===== config.mk =====
export PLATFORM = sky130hd
export DESIGN_NAME = prb_bank
export DESIGN_NICKNAME = d
export VERILOG_FILES = /design/src/verilog/prb_pkg.sv /design/src/verilog/prb_bank.sv
export SDC_FILE = /design/constraint.sdc
export NUM_CORES = 1
export LEC_CHECK = 0
export ABC_AREA = 1
export BUFFER_PORTS_ARGS = -buffer_cell sky130_fd_sc_hd__buf_2
export CORE_ASPECT_RATIO = 2
export CORE_MARGIN = 2
export CORE_UTILIZATION = 31
export DETAILED_ROUTE_END_ITERATION = 12
export PLACE_DENSITY = 0.48
export SYNTH_ARGS = -nofsm -noshare
export SYNTH_HDL_FRONTEND = slang
export SYNTH_SLANG_ARGS = --single-unit

===== constraint.sdc =====
create_clock -name clock_i -period 2.8 [get_ports clock_i]
set_clock_uncertainty 0.15 [all_clocks]
set_input_delay 0.14 -clock clock_i [delete_from_list [all_inputs] [get_ports clock_i]]
set_output_delay 0.14 -clock clock_i [all_outputs]
set_load 0.005 [all_outputs]

===== src/verilog/prb_pkg.sv =====
// package for the power-management status register bank
package prb_pkg;
	// register offsets
	localparam logic [7:0] ADDR_DEVICE_IDENTITY = 8'h01;
	localparam logic [7:0] ADDR_SILICON_REVISION = 8'h02;
	localparam logic [7:0] ADDR_SYS_FLAGS_A = 8'h04;
	localparam logic [7:0] ADDR_SYS_MASK_A = 8'h05;
	localparam logic [7:0] ADDR_SYS_LIVE_A = 8'h06;
	localparam logic [7:0] ADDR_THERM_FLAGS = 8'h07;
	localparam logic [7:0] ADDR_THERM_MASK = 8'h08;
	localparam logic [7:0] ADDR_THERM_LIVE = 8'h09;
	localparam logic [7:0] ADDR_MODE_FLAGS = 8'h0a;
	localparam logic [7:0] ADDR_MODE_MASK = 8'h0b;
	localparam logic [7:0] ADDR_ILIM_FLAGS = 8'h0c;
	localparam logic [7:0] ADDR_ILIM_MASK = 8'h0d;
	localparam logic [7:0] ADDR_ILIM_LIVE = 8'h0e;
	localparam logic [7:0] ADDR_UV_FLAGS = 8'h12;
	localparam logic [7:0] ADDR_TEST_FLAGS = 8'h2a;
	// mirror count; mirror address table below
	localparam int NUM_MIRROR = 13;
	localparam logic [7:0] MIRROR_ADDR [NUM_MIRROR] = '{8'hbe, 8'hbf, 8'hc8, 8'hca, 8'hcc, 8'hce, 8'hcf,
		8'hd0, 8'hd1, 8'hd2, 8'hd4, 8'hd5, 8'hd6};
	// reset values
	localparam logic [7:0] RST_FLAGS = 8'h00;
	localparam logic [7:0] RST_SYS_MASK_A = 8'hfb;
	localparam logic [7:0] RST_THERM_MASK = 8'hff;
	localparam logic [7:0] RST_REG_MASK = 8'h4f;
	localparam logic [7:0] RST_TEST_FLAGS = 8'h00;
	// implemented bits of the per-regulator registers and of the first system group
	localparam logic [7:0] REG_BITS = 8'h0f;
	localparam logic [7:0] SYS_A_BITS = 8'hfb;
	// live bits of the first system group that carry a condition
	localparam logic [7:0] SYS_A_LIVE_BITS = 8'h03;
	// identity: upper nibble fixed device family, values arbitrary
	localparam logic [3:0] DEV_FAMILY = 4'h0;
	localparam logic [3:0] DEV_VARIANT = 4'h0;
	localparam logic [7:0] SILICON_REV = 8'h10;
	// grouping of the raw event inputs
	typedef struct packed {
		logic [7:0] sys_a;
		logic [7:0] therm;
		logic [7:0] mode;
		logic [7:0] ilim;
		logic [7:0] uv;
	} prb_events_s;
	// register access port
	typedef struct packed {
		logic rd;
		logic wr;
		logic [7:0] addr;
		logic [7:0] wdata;
	} prb_req_s;
endpackage


===== src/verilog/prb_bank.sv =====
// register bank: identity, interrupt flag/mask/live groups (mode without live, uv flag only), fuse mirrors
`timescale 1ns/100ps
`default_nettype none
module prb_bank
	import prb_pkg::*;
(
	input wire logic clock_i, // 100 MHz core clock
	input wire logic rst_i, // synchronous reset, active high
	input wire logic input_undervolt_reset_class_i, // input undervoltage crossing (async)
	input wire logic enter_off_i, // device entering off state, same domain
	input wire logic fuse_load_i, // fuse load strobe, same domain
	input wire logic [8*NUM_MIRROR-1:0] fuse_data_i, // programmed fuse bytes
	input wire logic [7:0] prog_code_fuse_i, // program code fuse byte
	input wire logic test_configuration_i, // test configuration active
	input wire prb_events_s event_i, // event pulses, same domain
	input wire prb_events_s live_i, // live conditions (async)
	input wire prb_req_s req_i, // register access request
	output logic [7:0] rdata_o, // read data, one cycle after rd
	output logic rvalid_o, // read data valid pulse
	output logic irq_o, // interrupt, active high
	output logic [7:0] test_flags_o // test-write register contents
);
	localparam int NUM_FLAG = 5;

	// flag/mask pairs held as arrays; index 0 sys_a, 1 therm, 2 mode, 3 ilim, 4 uv (flag only)
	logic [7:0] flag_r [NUM_FLAG];
	logic [7:0] mask_r [NUM_FLAG-1];
	logic [7:0] mirror_r [NUM_MIRROR];
	logic [7:0] prog_code_r;
	logic [7:0] test_flags_r;
	logic [7:0] rdata_r;
	logic rvalid_r;
	logic irq_r;
	logic uv_meta_r, uv_sync_r, uv_prev_r;
	prb_events_s live_meta_r, live_r;
	logic [7:0] evt [NUM_FLAG];
	logic [7:0] impl [NUM_FLAG];
	logic [7:0] flag_addr [NUM_FLAG];
	logic [7:0] mask_addr [NUM_FLAG-1];
	logic [7:0] mask_rst [NUM_FLAG-1];
	logic uv_rise;
	logic off_reset;

	// mirror index lookup, used by write and read decode
	function automatic int mirror_index(input logic [7:0] a);
		int idx;
		idx = -1;
		for (int k = 0; k < NUM_MIRROR; k++) begin
			if (MIRROR_ADDR[k] == a) begin
				idx = k;
			end
		end
		return idx;
	endfunction

	// tables tying each flag to its address and, except for uv, to its mask and mask reset value
	always_comb begin
		evt[0] = event_i.sys_a;
		evt[1] = event_i.therm;
		evt[2] = event_i.mode;
		evt[3] = event_i.ilim;
		evt[4] = event_i.uv;
		impl[0] = SYS_A_BITS;
		impl[1] = 8'hff;
		impl[2] = REG_BITS;
		impl[3] = REG_BITS;
		impl[4] = REG_BITS;
		flag_addr[0] = ADDR_SYS_FLAGS_A;
		flag_addr[1] = ADDR_THERM_FLAGS;
		flag_addr[2] = ADDR_MODE_FLAGS;
		flag_addr[3] = ADDR_ILIM_FLAGS;
		flag_addr[4] = ADDR_UV_FLAGS;
		mask_addr[0] = ADDR_SYS_MASK_A;
		mask_addr[1] = ADDR_THERM_MASK;
		mask_addr[2] = ADDR_MODE_MASK;
		mask_addr[3] = ADDR_ILIM_MASK;
		mask_rst[0] = RST_SYS_MASK_A;
		mask_rst[1] = RST_THERM_MASK;
		mask_rst[2] = RST_REG_MASK;
		mask_rst[3] = RST_REG_MASK;
	end

	// two-stage synchronisers for the asynchronous inputs
	// only the second stage is read, so a metastable first stage never reaches logic
	always_ff @(posedge clock_i) begin
		if (rst_i) begin
			uv_meta_r <= 1'b0;
			uv_sync_r <= 1'b0;
			uv_prev_r <= 1'b0;
			live_meta_r <= '0;
			live_r <= '0;
		end else begin
			uv_meta_r <= input_undervolt_reset_class_i;
			uv_sync_r <= uv_meta_r;
			uv_prev_r <= uv_sync_r;
			live_meta_r <= live_i;
			live_r <= live_meta_r;
		end
	end

	// undervoltage crossing acts on its rising edge only
	assign uv_rise = uv_sync_r & ~uv_prev_r;
	// flags and masks belong to the undervoltage class and to the off class
	assign off_reset = rst_i | uv_rise | enter_off_i;

	// flag registers: event sets, write-one clears, set wins
	// the class reset beats both set and clear, so an off entry never leaves a stale flag
	generate
		for (genvar g = 0; g < NUM_FLAG; g++) begin : g_flag
			always_ff @(posedge clock_i) begin
				if (off_reset) begin
					flag_r[g] <= RST_FLAGS;
				end else begin
					flag_r[g] <= ((req_i.wr && req_i.addr == flag_addr[g]) ? (flag_r[g] & ~req_i.wdata) : flag_r[g])
						| (evt[g] & impl[g]);
				end
			end
		end
		// writes to reserved mask bits are dropped; reserved reset bits are cleared by the first write to that mask
		for (genvar m = 0; m < NUM_FLAG-1; m++) begin : g_mask
			always_ff @(posedge clock_i) begin
				if (off_reset) begin
					mask_r[m] <= mask_rst[m];
				end else if (req_i.wr && req_i.addr == mask_addr[m]) begin
					mask_r[m] <= req_i.wdata & impl[m];
				end
			end
		end
	endgenerate

	// fuse mirrors: loaded from fuses, writable by software between loads
	// a software write is lost on the next load or reset, the fuse stays the reference
	always_ff @(posedge clock_i) begin
		if (rst_i || fuse_load_i) begin
			for (int k = 0; k < NUM_MIRROR; k++) begin
				mirror_r[k] <= fuse_data_i[8*k +: 8];
			end
			prog_code_r <= prog_code_fuse_i;
		end else if (req_i.wr && mirror_index(req_i.addr) >= 0) begin
			mirror_r[mirror_index(req_i.addr)] <= req_i.wdata;
		end
	end

	// test-write register
	// an off entry leaves it alone; only reset and undervoltage clear it
	always_ff @(posedge clock_i) begin
		if (rst_i || uv_rise) begin
			test_flags_r <= RST_TEST_FLAGS;
		end else if (req_i.wr && req_i.addr == ADDR_TEST_FLAGS && test_configuration_i) begin
			test_flags_r <= req_i.wdata;
		end
	end

	// read mux registered; unmapped addresses read zero
	// the answer comes one edge after the request, so a write in the same cycle is not yet seen
	always_ff @(posedge clock_i) begin
		if (rst_i) begin
			rdata_r <= 8'h00;
			rvalid_r <= 1'b0;
		end else begin
			rvalid_r <= req_i.rd;
			if (req_i.rd) begin
				unique case (req_i.addr)
					ADDR_DEVICE_IDENTITY: rdata_r <= {DEV_FAMILY, DEV_VARIANT};
					ADDR_SILICON_REVISION: rdata_r <= SILICON_REV;
					ADDR_SYS_FLAGS_A: rdata_r <= flag_r[0];
					ADDR_SYS_MASK_A: rdata_r <= mask_r[0];
					ADDR_SYS_LIVE_A: rdata_r <= live_r.sys_a & SYS_A_LIVE_BITS;
					ADDR_THERM_FLAGS: rdata_r <= flag_r[1];
					ADDR_THERM_MASK: rdata_r <= mask_r[1];
					ADDR_THERM_LIVE: rdata_r <= live_r.therm;
					ADDR_MODE_FLAGS: rdata_r <= flag_r[2];
					ADDR_MODE_MASK: rdata_r <= mask_r[2];
					ADDR_ILIM_FLAGS: rdata_r <= flag_r[3];
					ADDR_ILIM_MASK: rdata_r <= mask_r[3];
					ADDR_ILIM_LIVE: rdata_r <= live_r.ilim & REG_BITS;
					ADDR_UV_FLAGS: rdata_r <= flag_r[4];
					ADDR_TEST_FLAGS: rdata_r <= test_flags_r;
					default: rdata_r <= (mirror_index(req_i.addr) >= 0) ? mirror_r[mirror_index(req_i.addr)] : 8'h00;
				endcase
			end
		end
	end

	// per-group pending bits; the uv group has no mask register and is always enabled
	logic [NUM_FLAG-1:0] pend;
	generate
		for (genvar p = 0; p < NUM_FLAG-1; p++) begin : g_pend
			assign pend[p] = |(flag_r[p] & ~mask_r[p]);
		end
	endgenerate
	assign pend[NUM_FLAG-1] = |flag_r[NUM_FLAG-1];

	// interrupt: registered so the pin comes straight from a flop
	always_ff @(posedge clock_i) begin
		if (rst_i) begin
			irq_r <= 1'b0;
		end else begin
			irq_r <= |pend;
		end
	end

	assign rdata_o = rdata_r;
	assign rvalid_o = rvalid_r;
	assign irq_o = irq_r;
	assign test_flags_o = test_flags_r;

	// checks, grouped by rule; bits 0 and 2 of the thermal flags serve as probes
	// clear-by-one: a one clears, a zero keeps
	AST_W1C_CLEARS: assert property (@(posedge clock_i) disable iff (rst_i)
		(req_i.wr && req_i.addr == ADDR_THERM_FLAGS && req_i.wdata[0] && !event_i.therm[0] && !off_reset)
		|=> !flag_r[1][0]) else $error("flag not cleared by one");
	AST_W1C_KEEPS: assert property (@(posedge clock_i) disable iff (rst_i)
		(req_i.wr && req_i.addr == ADDR_THERM_FLAGS && !req_i.wdata[0] && flag_r[1][0] && !off_reset)
		|=> flag_r[1][0]) else $error("flag cleared by zero write");
	// a read returns the flag as it stood at the taking edge
	AST_W1C_READ: assert property (@(posedge clock_i) disable iff (rst_i)
		(req_i.rd && req_i.addr == ADDR_THERM_FLAGS)
		|=> (rvalid_o && rdata_o == $past(flag_r[1]))) else $error("flag read wrong");
	// an event and a clear in one cycle leave the flag set
	AST_SET_WINS: assert property (@(posedge clock_i) disable iff (rst_i)
		(req_i.wr && req_i.addr == ADDR_THERM_FLAGS && req_i.wdata[2] && event_i.therm[2] && !off_reset)
		|=> flag_r[1][2]) else $error("clear beat the event");

	// undervoltage class: flags, masks and the test register
	AST_UV_RESET: assert property (@(posedge clock_i) disable iff (rst_i)
		uv_rise |=> (flag_r[0] == RST_FLAGS && mask_r[1] == RST_THERM_MASK)) else $error("uv reset missed");
	AST_UV_TEST_REG: assert property (@(posedge clock_i) disable iff (rst_i)
		uv_rise |=> test_flags_r == RST_TEST_FLAGS) else $error("test register kept over uv");

	// flags and masks of every group return to default on off entry and on uv
	generate
		for (genvar c = 0; c < NUM_FLAG; c++) begin : g_flag_chk
			AST_CLASS_FLAG: assert property (@(posedge clock_i) disable iff (rst_i)
				(enter_off_i || uv_rise) |=> flag_r[c] == RST_FLAGS) else $error("flag kept over class reset");
		end
		for (genvar n = 0; n < NUM_FLAG-1; n++) begin : g_mask_chk
			AST_CLASS_MASK: assert property (@(posedge clock_i) disable iff (rst_i)
				(enter_off_i || uv_rise) |=> mask_r[n] == mask_rst[n]) else $error("mask kept over class reset");
		end
	endgenerate

	// fuse mirrors follow their fuse bytes after a load
	AST_FUSE_LOAD: assert property (@(posedge clock_i) disable iff (rst_i)
		fuse_load_i |=> mirror_r[0] == $past(fuse_data_i[7:0])) else $error("mirror not loaded");
	generate
		for (genvar a = 0; a < NUM_MIRROR; a++) begin : g_mirror_chk
			AST_FUSE_EACH: assert property (@(posedge clock_i) disable iff (rst_i)
				fuse_load_i |=> mirror_r[a] == $past(fuse_data_i[8*a +: 8])) else $error("mirror byte not loaded");
		end
	endgenerate

	// off entry: class reset, test register untouched
	AST_OFF_RESET: assert property (@(posedge clock_i) disable iff (rst_i)
		enter_off_i |=> (mask_r[2] == RST_REG_MASK && flag_r[3] == RST_FLAGS)) else $error("off reset missed");
	AST_OFF_TEST_HOLD: assert property (@(posedge clock_i) disable iff (rst_i)
		(enter_off_i && !uv_rise && !(req_i.wr && req_i.addr == ADDR_TEST_FLAGS))
		|=> $stable(test_flags_r)) else $error("test register changed on off entry");

	// fuse-coded bits take the fuse value on reset as well as on load
	AST_PROG_FUSE: assert property (@(posedge clock_i) disable iff (rst_i)
		fuse_load_i |=> prog_code_r == $past(prog_code_fuse_i)) else $error("code not from fuse");
	AST_RESET_FROM_FUSE: assert property (@(posedge clock_i)
		rst_i |=> (prog_code_r == $past(prog_code_fuse_i) && mirror_r[0] == $past(fuse_data_i[7:0])))
		else $error("reset value not from fuse");

	// zero defaults after reset
	AST_ZERO_DEFAULT: assert property (@(posedge clock_i)
		rst_i |=> flag_r[4] == 8'h00) else $error("flag not zero after reset");
	AST_ZERO_ALL: assert property (@(posedge clock_i)
		rst_i |=> ((flag_r[0] | flag_r[1] | flag_r[2] | flag_r[3]) == 8'h00 && test_flags_r == RST_TEST_FLAGS))
		else $error("zero default missed");

	// test register: locked outside the test configuration, written inside it
	AST_TEST_LOCK: assert property (@(posedge clock_i) disable iff (rst_i)
		(!test_configuration_i && !uv_rise) |=> $stable(test_flags_r)) else $error("test register written");
	AST_TEST_WRITE: assert property (@(posedge clock_i) disable iff (rst_i)
		(req_i.wr && req_i.addr == ADDR_TEST_FLAGS && test_configuration_i && !uv_rise)
		|=> test_flags_r == $past(req_i.wdata)) else $error("test write lost");

	// interrupt, events and live bits
	AST_IRQ_MASK: assert property (@(posedge clock_i) disable iff (rst_i)
		(flag_r[1] & ~mask_r[1]) != 8'h00 |=> irq_o) else $error("irq missing");
	AST_IRQ_QUIET: assert property (@(posedge clock_i) disable iff (rst_i)
		((flag_r[0] & ~mask_r[0]) == 8'h00 && (flag_r[1] & ~mask_r[1]) == 8'h00
			&& (flag_r[2] & ~mask_r[2]) == 8'h00 && (flag_r[3] & ~mask_r[3]) == 8'h00 && flag_r[4] == 8'h00)
		|=> !irq_o) else $error("irq without an unmasked flag");
	AST_IRQ_UV: assert property (@(posedge clock_i) disable iff (rst_i)
		flag_r[4] != 8'h00 |=> irq_o) else $error("uv flag without irq");
	AST_EVENT_SET: assert property (@(posedge clock_i) disable iff (rst_i)
		(event_i.mode[0] && !off_reset) |=> flag_r[2][0]) else $error("event lost");
	AST_LIVE_FOLLOW: assert property (@(posedge clock_i) disable iff (rst_i)
		(req_i.rd && req_i.addr == ADDR_THERM_LIVE) |=> rdata_o == $past(live_r.therm))
		else $error("live bits stale");
	AST_LIVE_ILIM: assert property (@(posedge clock_i) disable iff (rst_i)
		(req_i.rd && req_i.addr == ADDR_ILIM_LIVE) |=> rdata_o == ($past(live_r.ilim) & REG_BITS))
		else $error("current limit live bits stale");

	// main scenarios
	COV_CLEAR: cover property (@(posedge clock_i) req_i.wr && req_i.addr == ADDR_SYS_FLAGS_A && flag_r[0] != 8'h00);
	COV_IRQ: cover property (@(posedge clock_i) !irq_o ##1 irq_o);
	COV_TEST_WRITE: cover property (@(posedge clock_i) req_i.wr && req_i.addr == ADDR_TEST_FLAGS && test_configuration_i);
	COV_UV: cover property (@(posedge clock_i) uv_rise);
	COV_SET_WINS: cover property (@(posedge clock_i) req_i.wr && req_i.addr == ADDR_THERM_FLAGS && event_i.therm != 8'h00);
endmodule
`default_nettype wire


# Word-level counts from Yosys, hierarchy flattened
# Memories as Yosys holds them, arrays and structs flattened.
# Cells that the tools add are included.
[op_classes] n_bitwise=32 muxes=58 magnitude_cmp=2 n_reduce_logical=17 n_eq_ne=28
[ops] cell="two-way mux 32 bit" count=17
[ops] cell="two-way mux 8 bit" count=16
[ops] cell="one-hot mux 8 bit (15 select lines)" count=1
[ops] cell="equality test 8 bit, first input constant" count=13
[ops] cell="AND 8 bit" count=9
[ops] cell=">= comparator 32 x 1 -> 1 bit, second input constant" count=2
[ops] cell="equality test 8 x 4 -> 1 bit, second input constant" count=7
[ops] cell="NOT 8 bit" count=5
[ops] cell="OR reduction 40 bit" count=1
[ops] cell="equality test 8 x 3 -> 1 bit, second input constant" count=4
[ops] cell="bitwise OR 8 x 4 -> 8 bit" count=3
[ops] cell="two-way mux 1 bit" count=21
[ops] cell="bitwise OR 8 bit" count=2
[ops] cell="OR reduction 15 bit" count=1
[ops] cell="logical AND 1 bit" count=12
[ops] cell="two-way mux 4 bit" count=3
[ops] cell="bitwise OR 1 bit" count=11
[ops] cell="equality test 8 x 1 -> 1 bit, second input constant" count=1
[ops] cell="equality test 8 x 2 -> 1 bit, second input constant" count=1
[ops] cell="equality test 8 x 5 -> 1 bit, second input constant" count=1
[ops] cell="equality test 8 x 6 -> 1 bit, second input constant" count=1
[ops] cell="OR reduction 8 bit" count=1
[ops] cell="logical OR 1 bit" count=2
[ops] cell="AND 1 bit" count=1
[ops] cell="NOT 1 bit" count=1
[word_totals] mem_bits_rw=176 memories=3 register_bits=49 inputBits=216
[memory_table] memory="mirror_r" depth=13 word_bits=8 rd=1 rd_ports_with_merged_regs=0 wr=13 line="prb_bank.sv:28" source="logic [7:0] mirror_r [NUM_MIRROR];"
[memory_table] memory="flag_r" depth=5 word_bits=8 rd=5 rd_ports_with_merged_regs=0 wr=5 line="prb_bank.sv:26" source="logic [7:0] flag_r [NUM_FLAG];"
[memory_table] memory="mask_r" depth=4 word_bits=8 rd=4 rd_ports_with_merged_regs=0 wr=4 line="prb_bank.sv:27" source="logic [7:0] mask_r [NUM_FLAG-1];"

# Logic depth before layout (Yosys ltp)
[depth] word_depth=22 mapped_depth=17 depth_no_buf=16

# Least setup slack after synthesis
# Ideal clock, no wire load.
[synth_path] path_kind="input port to flip-flop" startpoint="input req_i[8] (netlist bit)" endpoint="memory mirror_r[11][0] (enable)" path_slack_ns=0.572 cell_stages=15 required_time_ns=2.321 setup_time_ns=0.329 arrival_ns=1.749 cell_sequence="inv_1 -> nand2_1 -> nor2_1 -> nand2_1 -> nand2_1 -> a21oi_1 -> inv_1 -> buf_4 -> nor2_1 -> nand2_1 -> nor2_2 -> nor3_4 -> nand3_2 -> buf_2 -> nand2_1"
[synth_rtl] item="from (decl)" line="prb_bank.sv:17" source="input wire prb_req_s req_i,"
[synth_rtl] item="to (decl)" line="prb_bank.sv:28"

==> results.sh <==
export IMPL_crit_buf_inv=3
export IMPL_relSlewSlack_pct=51.8
export IMPL_synthArstFlopShare_pct=0
export IMPL_num_rows=99
export IMPL_clk_latency_ns=0.54
export IMPL_min_period_ns=2.39
export IMPL_synth_ff_latch_count=242
export IMPL_design_portCount=234
export IMPL_start_kind="flop"
export IMPL_crit_type="reg -> reg"
export IMPL_finalHoldViolCount=0
export IMPL_p_per_area_nw_per_um2=510
export IMPL_vias=10900
export IMPL_hold_path_class="in -> reg"
export IMPL_seqPwrFrac_pct=50.7
export IMPL_clockBufferDepth=3
export IMPL_dpl_cell_count=2056
export IMPL_tightest_slew_ns=0.721
export IMPL_synth_edf_count=152
export IMPL_drive_gt1_share_pct=17.6
export IMPL_fmax_mhz=418
export IMPL_finalNonFillerCells=2277
export IMPL_numCtsBuffers=24
export IMPL_die_area_um2=38500
export IMPL_dr_first_iter_drc_count=577
export IMPL_critPathCaptureType="flop"
export IMPL_maxSlewViolCount=0
export IMPL_syn_inst=1379
export IMPL_grt_first_pass_wirelength_um=65300
export IMPL_switching_share_pct=24.7
export IMPL_antenna_found_initial=2
export IMPL_via_per_inst=4.78
export IMPL_r2r_slack_ns=0.41
export IMPL_synth_distinct_cells=43
export IMPL_timing_setup_tns_ns=0
export IMPL_initial_core_util_pct=31.4
export IMPL_core_area_um2=36400
export IMPL_yosys_most_used_dff="edfxtp_1"
export IMPL_syn2layout_area_growth_pct=38.9
export IMPL_synth_area_um2=11400
export IMPL_wl_per_cell_um=19.8
export IMPL_fin_hold_ws_ns=0.0719
export IMPL_cts_tree="done"
export IMPL_outcome="complete, no violations"
export IMPL_pre_cts_ws_ns=0.163
export IMPL_internal_power_mw=6.09
export IMPL_nNetsFinal=2020
export IMPL_slowest_stage="edfxtp_1"
export IMPL_cp_max_fo=2
export IMPL_numClockSinks=242
export IMPL_worstPathCellList="o22ai_1, nor3_1, nor4b_1, buf_4, nand4_1, o21ai_0, buf_4, inv_1"
export IMPL_drt_first_pass_iters=5
export IMPL_cp_required_ns=3.10
export IMPL_p_switching_mw=2.00
export IMPL_fin_area_um2=15900
export IMPL_dp_hpwl_um=34500
export IMPL_clkPwrFrac_pct=37.4
export IMPL_slowest_delay_ns=0.52
export IMPL_critical_path_arrival_ns=2.69
export IMPL_clk_pin_slew_worst_paths_ns=0.06
export IMPL_ys_seq_area_share_pct=55.7
export IMPL_fp_dieH_um=276
export IMPL_grt_max_degree=34
export IMPL_overflow=0
export IMPL_syn_avg_cell_area_um2=8.29
export IMPL_drtAntennaViolNets=0
export IMPL_cpMostUsedCell="buf_4"
export IMPL_period_share_pct=85.5
export IMPL_placed_cell_area_um2=13400
export IMPL_wl_um=45000
export IMPL_drcViolationCount=0
export IMPL_yosys_warnings=0
export IMPL_rsz0062_at_grt="no"
export IMPL_gp_congestion=0.936
export IMPL_fin_ws_ns=0.407
export IMPL_peakVddDrop_uv=408
export IMPL_critPathTopFamily="compound AO/OA/AOI/OAI gates"
export IMPL_h_tree_depth=1
export IMPL_clockRootBuffer="clkbuf_16"
export IMPL_post_cts_buffers=0
export IMPL_grt_pass1_vias=11200
export IMPL_grt_usage_pct=23.0
export IMPL_p_leak_nw=7.26
export IMPL_finalSetupViolCount=0
export IMPL_pwr_share_comb_pct=11.9
export IMPL_io_buffer_count=186
export IMPL_drv_cap=0
export IMPL_die_w_um=140
==> worst paths after layout <==
| check | from | end | cells after the start |
|---|---|---|---|
| hold / removal | req_i[16] | flag_r[4][4] | 4 |
| setup / recovery | mask_r[1][0] | irq_o | 8 |
| setup reg to reg | mask_r[1][0] | irq_o | 8 |
| hold reg to reg | live_meta_r[29] | live_r[29] | 2 |
==> routing by layer <==
| metal | vias up | global-route usage [%] | share of wire [%] |
|---|---|---|---|
| met5 | - | 0 | 0.020 |
| met4 | 2 | 13.3 | 6.3 |
| met3 | 98 | 2.12 | 3.7 |
| met2 | 326 | 47.3 | 57 |
| met1 | 5103 | 21.4 | 33 |
| li1 | 5361 | - | - |
==> synthesized netlist by cell type, types with 9 or more instances <==
| library cell | number | area (um^2) |
|---|---|---|
| nand2_1 | 326 | 1220 |
| nor3_1 | 37 | 185 |
| clkbuf_1 | 33 | 124 |
| edfxtp_1 | 152 | 4560 |
| a21oi_1 | 40 | 200 |
| buf_2 | 14 | 70.1 |
| o21ai_1 | 22 | 110 |
| inv_1 | 192 | 721 |
| a221oi_1 | 13 | 114 |
| nor2_1 | 177 | 664 |
| o211ai_1 | 9 | 67.6 |
| dfxtp_1 | 90 | 1800 |
| nand3_1 | 42 | 210 |
| o21ai_0 | 135 | 676 |
| o22ai_1 | 12 | 75.1 |
| nand4_1 | 10 | 62.6 |
==> registers in the layout, summed over array words and instances (netlist names), 8 cells and up <==
register and flops:
mirror_r 128, flag_r 40, mask_r 25, live_meta_r 14, live_r 14, rdata_o 8
test_flags_o 8
==> worst reg2reg max path: stages (launching register included) <==
cell	delay, ns
edfxtp_1	0.52
o22ai_1	0.17
nor3_1	0.24
nor4b_1	0.26
buf_4	0.20
nand4_1	0.09
o21ai_0	0.44
buf_4	0.19
inv_1	0.03
==> power groups by stage <==
stage / Sequential [mW] / Combinational (mW) / Clock, mW
3_3_place_gp: 4.18 / 0.768 / 0
6_report: 4.11 / 0.964 / 3.03
5_1_grt: 4.12 / 1.05 / 3.24
3_5_place_dp: 4.18 / 0.773 / 0
2_1_floorplan: 4.15 / 0.366 / 0
4_1_cts: 4.11 / 0.967 / 3.11
==> what timing repair did <==
| action | CTS | global route |
|---|---|---|
| hold buffers | 176 | 0 |
| gates resized for setup | 0 | 0 |
| hold endpoints to repair | 197 | 0 |
==> cells by family (layout without fill, tap and decap cells) <==
logic type | after synthesis | after routing | synth area share [%]
other | 1 | 25 | 0.0328
and+or+nand+nor | 632 | 632 | 23.5
buffers and inverters | 254 | 674 | 8.62
AOI/OAI and AO/OA | 250 | 250 | 12.2
DFF | 242 | 242 | 55.7
==> stage by stage <==
step	util, %	total power, mW
after floorplan	-	4.51
after global placement	36.8	4.95
after detailed placement	36.8	4.96
after CTS	43.6	8.19
after global routing	43.6	8.42
final	43.6	8.10
==> area by class of cell <==
| type | instances | area (um^2) |
|---|---|---|
| clock inverters | 11 | 73.8 |
| multi-input cells | 906 | 4170 |
| clock buffers | 33 | 648 |
| flip-flops and latches | 242 | 6370 |
| inverters | 199 | 747 |
| repair buffers | 431 | 3310 |
| fillers | 3735 | 20500 |
| well taps | 454 | 568 |
| diodes | 1 | 2.50 |
==> cell usage in the layout (no fill, tap or decap), types with 2 or more instances in the layout <==
cell	instances
o2111ai_1	4
clkinvlp_4	2
o21ai_0	135
o211ai_1	9
dfxtp_1	90
nand3_2	2
o2bb2ai_1	2
o22ai_1	12
a21oi_1	40
o21ai_1	22
buf_12	8
clkinv_2	6
buf_4	61
conb_1	24
nand2_1	326
or2_1	7
buf_2	186
clkbuf_1	7
a211oi_1	8
inv_2	6
nor2_2	4
clkbuf_16	24
a221oi_1	13
edfxtp_1	152
nand2_2	6
or2_2	2
nand4_2	2
nor2_4	2
clkinv_1	2
inv_1	192
nor3_1	37
o221ai_1	2
nor2_1	177
nand3_1	42
nor4_1	7
dlygate4sd3_1	176
nand4_1	10
and3_1	2
Note: power is estimated with default switching activity, not from simulation.
